### src/hdl/ufde_pkg.sv
// constants, types and state encodings for the serial transmitter/receiver with driver enable
// How it works
// - tx_holding_empty reads 1 when the holding register is free, 0 while full.
// - a written byte moves into the shift register and is sent automatically.
// - characters start only while tx_enable is set.
// - with parity_on and no ninth-bit mode, parity is generated and checked, even or odd.
// - ninth_bit_mode_on selects nine-bit operation; the ninth bit replaces parity.
// - in nine-bit mode the ninth bit sent is ninth_bit_tx_value: 1 address, 0 data.
// - transmit interrupt stands whenever the holding register is empty and transmit enabled.
// - rx_byte_ready is 1 while the receive data register holds a valid byte.
// - characters are received only while rx_enable is set.
// - receive interrupt fires on data and errors, or on errors only, by setting.
// - status shows whether a receive interrupt came from error, break or data.
// - automatic nine-bit schemes compare address bytes with the stored node address.
// - address_match_scheme picks the matching scheme in nine-bit mode.
// - active-low clear-to-send gates character starts only when flow_control_on is set.
// - clear-to-send is sampled one clock before each start; deasserted holds the character.
// - a character already being shifted is always finished.
// - driver_enable asserts when a byte is written and covers the whole frame.
// - driver_enable leads the start bit by one to two bit periods.
// - driver_enable releases one clock after the last stop bit.
// - driver_enable stays active between back-to-back characters.
// - driver_polarity sets the active level of driver_enable.
// - frame is low start, eight data bits lsb first, optional extra bit, 1 or 2 stops.
// - the ninth bit follows the eighth data bit and precedes the stop bits.
package ufde_pkg;
  localparam int CLK_PERIOD_NS = 20;
  localparam int DATA_BITS = 8;
  localparam logic [3:0] LAST_DATA_BIT = 4'h7;
  localparam logic [15:0] MIN_BIT_CYCLES = 16'h0002;
  localparam int RX_FIFO_DEPTH = 32;
  localparam logic LINE_IDLE = 1'h1;
  localparam logic LINE_START = 1'h0;

  // address matching schemes in nine-bit mode
  localparam logic [1:0] SCHEME_ALL = 2'h0;
  localparam logic [1:0] SCHEME_ADDR_ONLY = 2'h1;
  localparam logic [1:0] SCHEME_MATCH = 2'h2;
  localparam logic [1:0] SCHEME_MATCH_DATA = 2'h3;

  typedef enum logic [2:0] {TX_IDLE, TX_LEAD, TX_WAIT, TX_START, TX_DATA, TX_EXTRA, TX_STOP, TX_TAIL} ufde_tx_state_t;
  typedef enum logic [2:0] {RX_IDLE, RX_START, RX_DATA, RX_EXTRA, RX_STOP} ufde_rx_state_t;

  // one received character with its status, as kept in the fifo
  typedef struct packed {
    logic brk;
    logic frame_err;
    logic par_err;
    logic new_frame;
    logic addr;
    logic [7:0] data;
  } ufde_rx_word_t;
endpackage : ufde_pkg

### src/hdl/ufde_top.sv
// serial transmitter/receiver with flow control, driver enable and receive fifo
`timescale 1ns/10ps

module ufde_fifo #(
  parameter int W = 13,
  parameter int DEPTH = 32
) (
  // clock and reset
  input wire logic clk_in,
  input wire logic rstn_in,
  // fill side
  input wire logic in_valid_in,
  output logic in_ready_out,
  input wire logic [W-1:0] in_data_in,
  // drain side
  output logic out_valid_out,
  input wire logic out_ready_in,
  output logic [W-1:0] out_data_out
);
  localparam int AW = $clog2(DEPTH);

  generate
    if (DEPTH < 2 || (1 << AW) != DEPTH) begin : g_bad_depth
      $error("fifo depth must be a power of two, at least 2");
    end
  endgenerate

  typedef struct packed {
    logic [AW:0] wr;
    logic [AW:0] rd;
  } ufde_fifo_st_t;

  ufde_fifo_st_t st;
  ufde_fifo_st_t next_st;
  logic [W-1:0] mem [DEPTH];
  logic push;
  logic pop;

  // extra pointer bit tells full from empty
  assign in_ready_out = (st.wr[AW-1:0] != st.rd[AW-1:0]) || (st.wr[AW] == st.rd[AW]);
  assign out_valid_out = st.wr != st.rd;
  assign out_data_out = mem[st.rd[AW-1:0]];
  assign push = in_valid_in && in_ready_out;
  assign pop = out_valid_out && out_ready_in;

  // pointer update
  always_comb begin
    next_st = st;
    if (push) begin
      next_st.wr = st.wr + 1'b1;
    end
    if (pop) begin
      next_st.rd = st.rd + 1'b1;
    end
    if (!rstn_in) begin
      next_st = '0;
    end
  end

  always_ff @(posedge clk_in) begin
    st <= next_st;
  end

  // storage carries no reset
  always_ff @(posedge clk_in) begin
    if (push) begin
      mem[st.wr[AW-1:0]] <= in_data_in;
    end
  end
endmodule : ufde_fifo

module ufde_top #(
  parameter int DIV_W = 16,
  parameter int FIFO_DEPTH = ufde_pkg::RX_FIFO_DEPTH
) (
  // clock and reset
  input wire logic ref_clk_in,
  input wire logic rstn_in,
  // configuration
  input wire logic [DIV_W-1:0] baud_div_in,
  input wire logic tx_enable_in,
  input wire logic rx_enable_in,
  input wire logic parity_on_in,
  input wire logic parity_odd_in,
  input wire logic two_stop_in,
  input wire logic ninth_bit_mode_on_in,
  input wire logic ninth_bit_tx_value_in,
  input wire logic [1:0] address_match_scheme_in,
  input wire logic [7:0] address_compare_in,
  input wire logic flow_control_on_in,
  input wire logic driver_polarity_in,
  input wire logic rx_irq_errors_only_in,
  // software data access
  input wire logic tx_write_in,
  input wire logic [7:0] tx_data_in,
  input wire logic rx_read_in,
  // status and interrupts
  output logic tx_holding_empty_out,
  output logic tx_irq_out,
  output logic rx_byte_ready_out,
  output logic [7:0] rx_data_out,
  output logic rx_addr_out,
  output logic rx_new_frame_out,
  output logic rx_parity_err_out,
  output logic rx_frame_err_out,
  output logic rx_break_out,
  output logic rx_overrun_out,
  output logic rx_irq_out,
  // serial pins
  output logic txd_out,
  input wire logic rxd_in,
  input wire logic cts_n_in,
  output logic driver_enable_out
);
  generate
    if (DIV_W < 2) begin : g_bad_div
      $error("divisor width must be at least 2");
    end
  endgenerate

  typedef struct packed {
    ufde_pkg::ufde_tx_state_t tx_state;
    logic [DIV_W-1:0] tx_cnt;
    logic [3:0] tx_bit;
    logic [8:0] tx_shift;
    logic tx_extra;
    logic tx_stop2;
    logic [7:0] hold;
    logic hold_empty;
    logic de_on;
    logic de_pin;
    logic txd;
    logic cts_seen;
    logic tx_irq;
    ufde_pkg::ufde_rx_state_t rx_state;
    logic [DIV_W-1:0] rx_cnt;
    logic [3:0] rx_bit;
    logic [7:0] rx_shift;
    logic rx_ninth;
    logic in_frame;
    logic first_data;
    ufde_pkg::ufde_rx_word_t rx_word;
    logic rx_valid;
    logic overrun;
    logic rx_irq;
  } ufde_st_t;

  ufde_st_t st;
  ufde_st_t next_st;
  logic [DIV_W-1:0] period;
  logic tx_end;
  logic rx_end;
  logic cts_ok;
  logic push;
  logic fifo_in_ready;
  logic fifo_out_valid;
  logic fifo_out_ready;
  ufde_pkg::ufde_rx_word_t push_word;
  ufde_pkg::ufde_rx_word_t fifo_out;

  // divisors below the minimum would make a bit shorter than the sampling needs
  assign period = (baud_div_in < DIV_W'(ufde_pkg::MIN_BIT_CYCLES)) ? DIV_W'(ufde_pkg::MIN_BIT_CYCLES) : baud_div_in;
  assign tx_end = st.tx_cnt == period - 1'b1;
  assign rx_end = st.rx_cnt == period - 1'b1;
  assign cts_ok = !flow_control_on_in || !st.cts_seen;
  assign fifo_out_ready = !st.rx_valid || rx_read_in;

  ufde_fifo #(
    .W($bits(ufde_pkg::ufde_rx_word_t)),
    .DEPTH(FIFO_DEPTH)
  ) u_rx_fifo (
    .clk_in(ref_clk_in),
    .rstn_in(rstn_in),
    .in_valid_in(push),
    .in_ready_out(fifo_in_ready),
    .in_data_in(push_word),
    .out_valid_out(fifo_out_valid),
    .out_ready_in(fifo_out_ready),
    .out_data_out(fifo_out)
  );

  // whole next state: transmitter, receiver, data register
  always_comb begin
    next_st = st;
    push = 1'b0;
    push_word = '0;
    next_st.cts_seen = cts_n_in;
    // a write into a full holding register is dropped
    if (tx_write_in && st.hold_empty) begin
      next_st.hold = tx_data_in;
      next_st.hold_empty = 1'b0;
    end
    next_st.tx_cnt = tx_end ? '0 : st.tx_cnt + 1'b1;
    unique case (st.tx_state)
      ufde_pkg::TX_IDLE: begin
        next_st.tx_cnt = '0;
        if (tx_enable_in && !st.hold_empty) begin
          next_st.tx_state = ufde_pkg::TX_LEAD;
          next_st.de_on = 1'b1;
        end
      end
      ufde_pkg::TX_LEAD: begin
        if (tx_end) begin
          next_st.tx_state = ufde_pkg::TX_WAIT;
        end
      end
      ufde_pkg::TX_WAIT: begin
        next_st.tx_cnt = '0;
        if (!tx_enable_in || st.hold_empty) begin
          next_st.tx_state = ufde_pkg::TX_TAIL;
        end else if (cts_ok) begin
          // load shifter, ninth bit or parity sits above the data
          next_st.tx_shift[7:0] = st.hold;
          next_st.tx_shift[8] = ninth_bit_mode_on_in ? ninth_bit_tx_value_in : (^st.hold) ^ parity_odd_in;
          next_st.tx_extra = ninth_bit_mode_on_in || parity_on_in;
          next_st.tx_stop2 = two_stop_in;
          next_st.hold_empty = 1'b1;
          next_st.tx_state = ufde_pkg::TX_START;
        end
      end
      ufde_pkg::TX_START: begin
        if (tx_end) begin
          next_st.tx_state = ufde_pkg::TX_DATA;
          next_st.tx_bit = '0;
        end
      end
      ufde_pkg::TX_DATA: begin
        if (tx_end) begin
          next_st.tx_shift = {1'b0, st.tx_shift[8:1]};
          next_st.tx_bit = st.tx_bit + 1'b1;
          if (st.tx_bit == ufde_pkg::LAST_DATA_BIT) begin
            next_st.tx_bit = '0;
            next_st.tx_state = st.tx_extra ? ufde_pkg::TX_EXTRA : ufde_pkg::TX_STOP;
          end
        end
      end
      ufde_pkg::TX_EXTRA: begin
        if (tx_end) begin
          next_st.tx_state = ufde_pkg::TX_STOP;
        end
      end
      ufde_pkg::TX_STOP: begin
        // clear-to-send is only looked at in the wait state
        if (tx_end) begin
          if (st.tx_stop2 && st.tx_bit == '0) begin
            next_st.tx_bit = 4'h1;
          end else if (tx_enable_in && !st.hold_empty) begin
            next_st.tx_state = ufde_pkg::TX_WAIT;
          end else begin
            next_st.tx_state = ufde_pkg::TX_TAIL;
          end
        end
      end
      ufde_pkg::TX_TAIL: begin
        next_st.tx_state = ufde_pkg::TX_IDLE;
        next_st.de_on = 1'b0;
      end
    endcase
    if (next_st.tx_state == ufde_pkg::TX_START) begin
      next_st.txd = ufde_pkg::LINE_START;
    end else if (next_st.tx_state == ufde_pkg::TX_DATA || next_st.tx_state == ufde_pkg::TX_EXTRA) begin
      next_st.txd = next_st.tx_shift[0];
    end else begin
      next_st.txd = ufde_pkg::LINE_IDLE;
    end
    next_st.de_pin = next_st.de_on ? driver_polarity_in : !driver_polarity_in;
    next_st.tx_irq = tx_enable_in && next_st.hold_empty;

    // receiver: bits sampled mid-cell, counted from the start bit centre
    next_st.rx_cnt = st.rx_cnt + 1'b1;
    unique case (st.rx_state)
      ufde_pkg::RX_IDLE: begin
        next_st.rx_cnt = '0;
        if (!rxd_in) begin
          next_st.rx_state = ufde_pkg::RX_START;
        end
      end
      ufde_pkg::RX_START: begin
        // one short of half a bit, so every later sample lands near the cell centre
        if (st.rx_cnt == (period >> 1) - 1'b1) begin
          next_st.rx_cnt = '0;
          next_st.rx_bit = '0;
          // a glitch shorter than half a bit is not a start
          next_st.rx_state = rxd_in ? ufde_pkg::RX_IDLE : ufde_pkg::RX_DATA;
        end
      end
      ufde_pkg::RX_DATA: begin
        if (rx_end) begin
          next_st.rx_cnt = '0;
          next_st.rx_shift = {rxd_in, st.rx_shift[7:1]};
          next_st.rx_bit = st.rx_bit + 1'b1;
          if (st.rx_bit == ufde_pkg::LAST_DATA_BIT) begin
            next_st.rx_ninth = 1'b0;
            next_st.rx_state = (ninth_bit_mode_on_in || parity_on_in) ? ufde_pkg::RX_EXTRA : ufde_pkg::RX_STOP;
          end
        end
      end
      ufde_pkg::RX_EXTRA: begin
        if (rx_end) begin
          next_st.rx_cnt = '0;
          next_st.rx_ninth = rxd_in;
          next_st.rx_state = ufde_pkg::RX_STOP;
        end
      end
      ufde_pkg::RX_STOP: begin
        if (rx_end) begin
          next_st.rx_state = ufde_pkg::RX_IDLE;
          push_word.data = st.rx_shift;
          push_word.frame_err = !rxd_in;
          push_word.brk = !rxd_in && st.rx_shift == '0 && !st.rx_ninth;
          push_word.par_err = parity_on_in && !ninth_bit_mode_on_in && ((^st.rx_shift) ^ st.rx_ninth ^ parity_odd_in);
          push_word.addr = ninth_bit_mode_on_in && st.rx_ninth;
          push = 1'b1;
          if (ninth_bit_mode_on_in) begin
            if (push_word.addr) begin
              // match state is tracked in every scheme, used by the automatic ones
              next_st.in_frame = st.rx_shift == address_compare_in;
              next_st.first_data = next_st.in_frame;
              unique case (address_match_scheme_in)
                ufde_pkg::SCHEME_ALL: push = 1'b1;
                ufde_pkg::SCHEME_ADDR_ONLY: push = 1'b1;
                ufde_pkg::SCHEME_MATCH: push = next_st.in_frame;
                ufde_pkg::SCHEME_MATCH_DATA: push = 1'b0;
              endcase
            end else begin
              push = address_match_scheme_in == ufde_pkg::SCHEME_ALL || (address_match_scheme_in[1] && st.in_frame);
              push_word.new_frame = st.first_data && address_match_scheme_in[1];
              if (push && address_match_scheme_in[1]) begin
                next_st.first_data = 1'b0;
              end
            end
            // errored characters always reach software
            push = push || push_word.frame_err;
          end
        end
      end
    endcase
    if (!rx_enable_in) begin
      next_st.rx_state = ufde_pkg::RX_IDLE;
      push = 1'b0;
    end

    // receive data register fed from the fifo
    if (fifo_out_valid && fifo_out_ready) begin
      next_st.rx_word = fifo_out;
      next_st.rx_valid = 1'b1;
    end else if (rx_read_in) begin
      next_st.rx_valid = 1'b0;
    end
    if (rx_read_in) begin
      next_st.overrun = 1'b0;
    end
    // a character lost to a full fifo sets overrun; the set wins over a read
    if (push && !fifo_in_ready) begin
      next_st.overrun = 1'b1;
    end
    if (rx_irq_errors_only_in) begin
      next_st.rx_irq = next_st.overrun || (next_st.rx_valid && (next_st.rx_word.frame_err ||
                       next_st.rx_word.par_err || next_st.rx_word.brk));
    end else begin
      next_st.rx_irq = next_st.rx_valid || next_st.overrun;
    end

    // synchronous reset
    if (!rstn_in) begin
      next_st = '0;
      next_st.hold_empty = 1'b1;
      next_st.txd = ufde_pkg::LINE_IDLE;
      next_st.cts_seen = 1'b1;
      next_st.de_pin = !driver_polarity_in;
    end
  end

  always_ff @(posedge ref_clk_in) begin
    st <= next_st;
  end

  // outputs straight from the state register
  assign tx_holding_empty_out = st.hold_empty;
  assign tx_irq_out = st.tx_irq;
  assign rx_byte_ready_out = st.rx_valid;
  assign rx_data_out = st.rx_word.data;
  assign rx_addr_out = st.rx_word.addr;
  assign rx_new_frame_out = st.rx_word.new_frame;
  assign rx_parity_err_out = st.rx_word.par_err;
  assign rx_frame_err_out = st.rx_word.frame_err;
  assign rx_break_out = st.rx_word.brk;
  assign rx_overrun_out = st.overrun;
  assign rx_irq_out = st.rx_irq;
  assign txd_out = st.txd;
  assign driver_enable_out = st.de_pin;
endmodule : ufde_top

### config.mk
export PLATFORM = sky130hd
export DESIGN_NAME = ufde_top
export DESIGN_NICKNAME = d
export VERILOG_FILES = /design/src/hdl/ufde_pkg.sv /design/src/hdl/ufde_top.sv
export SDC_FILE = /design/constraint.sdc
export NUM_CORES = 1
export LEC_CHECK = 0
export ABC_CLOCK_PERIOD_IN_PS = 18490
export CAP_MARGIN = 25
export CORE_ASPECT_RATIO = 1.5
export CORE_MARGIN = 4
export CORE_UTILIZATION = 65
export CTS_CLUSTER_DIAMETER = 50
export DETAILED_ROUTE_END_ITERATION = 10
export DONT_BUFFER_PORTS = 1
export PLACE_DENSITY = 0.85
export SETUP_SLACK_MARGIN = 0.02
export SYNTH_ARGS = -nofsm -noshare
export SYNTH_HDL_FRONTEND = slang
export SYNTH_HIERARCHICAL = 1
export SYNTH_SLANG_ARGS = --single-unit
### constraint.sdc
create_clock -name ref_clk_in -period 18.49 [get_ports ref_clk_in]
set_clock_uncertainty 0.05 [all_clocks]
set_input_delay 0.9245 -clock ref_clk_in [delete_from_list [all_inputs] [get_ports ref_clk_in]]
set_output_delay 0.9245 -clock ref_clk_in [all_outputs]
set_load 0.05 [all_outputs]
==> reports/summary.txt <==
final antenna diode count: 0
count of yosys warnings during synthesis: 6
number of slew-limit violations in the final report: 0
Starting Density: 0.657
maximum buffer depth of the clock tree: 3
Post-CTS Setup Bufs: 0
ratio of cells with drive above 1 in the final layout: 0.101
# rows: 85
TritonCTS Sinks: 531
Leakage Power: 8.62 nW
DR DRC count: 0
unique cell type count in the Yosys netlist: 89
Final Cell Area: 0.0256 sq mm
net count reported at finish: 1882
global-route wire length before repair: 89.1 mm
Routed wire per std cell: 25.5 um
gate count after technology mapping: 1834
sum of routed wire length over all layers: 59.5 mm
number of hold-slack violations in the final timing report: 0
total placed cells including tap cells: 2216
area of the core region: 0.0358 sq mm
worst-path maximum fanout: 14
status: finished clean
H-Tree Level Count: 2
mean instance size in the synthesized netlist: 12.8 sq um
Area after DPL: 0.0238 sq mm
global-route congestion overflow total: 0
slack of the critical path: 11.56 ns
signal arrival time at the worst endpoint: 7.07 ns
Area Overhead vs Synth: 8.74%
max-cap check violation count: 0
pin count of the biggest net entering global routing: 139
number of flip-flops and latches in the synthesized netlist: 531
total clock buffers created by CTS: 47
1st-pass router iterations: 6
EDFF count, synth: 416
Mapped Area: 0.0236 sq mm
vias in the first global route: 15000
clock tree from TritonCTS: built
commonest cells after routing, fill and taps aside: sky130_fd_sc_hd__edfxtp_1 (416), sky130_fd_sc_hd__mux2i_1 (227), sky130_fd_sc_hd__nand2_1 (127), sky130_fd_sc_hd__nor2_1 (123), sky130_fd_sc_hd__dfxtp_1 (114)
I/O pin count: 70
power per cell area: 93.6 mW/mm^2
final period demand of the worst path: 6.93 ns
setup TNS after final layout: 0 ns
Data required, critical path: 18.63 ns
Clock transition at path regs: 0.07 ns
Setup-failing EPs final: 0
Die X: 163 um
most common cell after layout, fill and taps aside: sky130_fd_sc_hd__edfxtp_1
number of cells in the finished layout apart from fillers: 2333
number of input and output port buffers inserted: 0
Async SR Flop Fraction: 0
register area share after synthesis: 0.628
transition time at the pin with the least slew margin: 1.15 ns
Primary FF master, synth: sky130_fd_sc_hd__edfxtp_1
Setup Crit Path Kind: input port to flip-flop
crit share post-route: 0.375
ratio of routed vias to standard cells: 6.52
core utilization of the finished layout: 0.715
overall die area: 0.0394 sq mm
post-layout total power: 2.40 mW
Clock Tree Root: sky130_fd_sc_hd__clkbuf_16
total via count after detailed routing: 15200
RSZ-0062 raised after global routing: false
RePlAce Congestion: 0.976
Post-Syn Nets: 1900
Hold/Removal Path Class: input port to flip-flop
count of hold buffers inserted by post-cts repair: 0
maximum clock rate: 144 MHz
type of element launching the critical path: input port
antenna-violating nets left: 0
height of the chip: 241 um
Clk Latency, worst-skew pair: 0.59 ns
worst setup slack after placement: 11.03 ns
nature of the critical path endpoint: flip-flop
relative slew slack: 0.235
number of resized instances in the post-cts repair step: 0
hold slack: 0.370 ns
antenna violations before repair: 0
DRT iter0 DRCs: 1557
overall routing resource usage: 0.299
placed wire-length estimate: 38.7 mm
Peak supply drop: 0.0000844 V
[synth_stat cells (all sizes together), types with 27 or more instances]
| master | instances | area [sq um] |
|---|---|---|
| xnor2 | 73 | 662 |
| dfxtp | 115 | 2300 |
| a21oi | 88 | 444 |
| nor3 | 29 | 145 |
| nand2 | 128 | 483 |
| a22oi | 60 | 450 |
| inv | 34 | 128 |
| edfxtp | 416 | 12500 |
| nand3 | 73 | 383 |
| o21ai | 28 | 144 |
| nor2 | 135 | 523 |
| nand4 | 28 | 175 |
| mux2i | 227 | 2270 |
| clkbuf | 61 | 229 |
| buf | 55 | 342 |
| a22o | 27 | 236 |
| xor2 | 39 | 342 |
[state kept, by name (all words and copies together) (netlist names), named ones only]
register              count
rx_parity_err_out         1
rx_new_frame_out          1
rx_break_out              1
txd_out                   1
st                       78
rx_data_out               8
u_rx_fifo/mem           416
rx_overrun_out            1
rx_addr_out               1
tx_holding_empty_out      1
driver_enable_out         1
rx_frame_err_out          1
tx_irq_out                1
rx_irq_out                1
u_rx_fifo/st             12
rx_byte_ready_out         1
[per-layer routing]
layer  routed length [um]  vias up  global-route usage  share of wire
met5                    0        -                   0              0
met2                30300      846               0.517           0.51
li1                     -     6793                   -              -
met3                 4920      198              0.0482          0.083
met1                20200     7384               0.352           0.34
met4                 4100        0               0.181          0.069
[cell families (layout without fill, tap and decap cells)]
| kind of cell | after synthesis | in the layout | synth area share |
|---|---|---|---|
| xor gates and xnor gates | 114 | 114 | 0.0446 |
| and+or+nand+nor | 513 | 513 | 0.109 |
| adders and majority gates | 16 | 16 | 0.00850 |
| buffers and inverters | 151 | 172 | 0.0300 |
| AOI/OAI and AO/OA | 281 | 281 | 0.0824 |
| DFF | 531 | 531 | 0.628 |
| muxes | 228 | 228 | 0.0969 |
[cell type report]
type                       instances  area, sq um
fill                            2304        10200
clock inverter                    31          309
sequential                       531        14800
multi-input combinational       1152         8130
tap                              478          598
inverter                          35          136
clock buffer                      57         1260
timing repair buffer              49          380
[critical path: stages]
cell	delay, ns
sky130_fd_sc_hd__nor4_4	0.59
sky130_fd_sc_hd__nand2_1	0.27
sky130_fd_sc_hd__o21a_4	0.32
sky130_fd_sc_hd__clkinv_4	0.08
sky130_fd_sc_hd__ha_1	0.26
sky130_fd_sc_hd__nor3b_1	0.51
sky130_fd_sc_hd__nand3_1	0.20
sky130_fd_sc_hd__o31ai_1	0.32
sky130_fd_sc_hd__nand4_1	0.15
sky130_fd_sc_hd__nor4_2	0.58
sky130_fd_sc_hd__nand3_2	0.29
sky130_fd_sc_hd__or2_1	0.57
sky130_fd_sc_hd__nor2_1	0.33
sky130_fd_sc_hd__o31a_2	0.29
sky130_fd_sc_hd__nand2_1	0.40
sky130_fd_sc_hd__nor2_1	0.95
[power breakdown]
group	internal (mW)	total (mW)	switching [mW]	leakage [nW]
clock	0.540	0.981	0.442	0.773
sequential	1.27	1.29	0.0162	5.42
combinational	0.0437	0.125	0.0814	2.42
total	1.86	2.40	0.539	8.62
[final timing paths]
check | startpoint | slack [ns] | to | cells after the start
worst min register to register | st[73] | 0.41 | st[73] | 2
worst max register to register | st[43] | 13.26 | u_rx_fifo/mem[6][4] | 11
worst min-delay path | rstn_in | 0.37 | tx_holding_empty_out | 1
worst max-delay path | baud_div_in[8] | 11.56 | u_rx_fifo/mem[6][4] | 16
No activity file was read; power rests on OpenSTA's default activity.
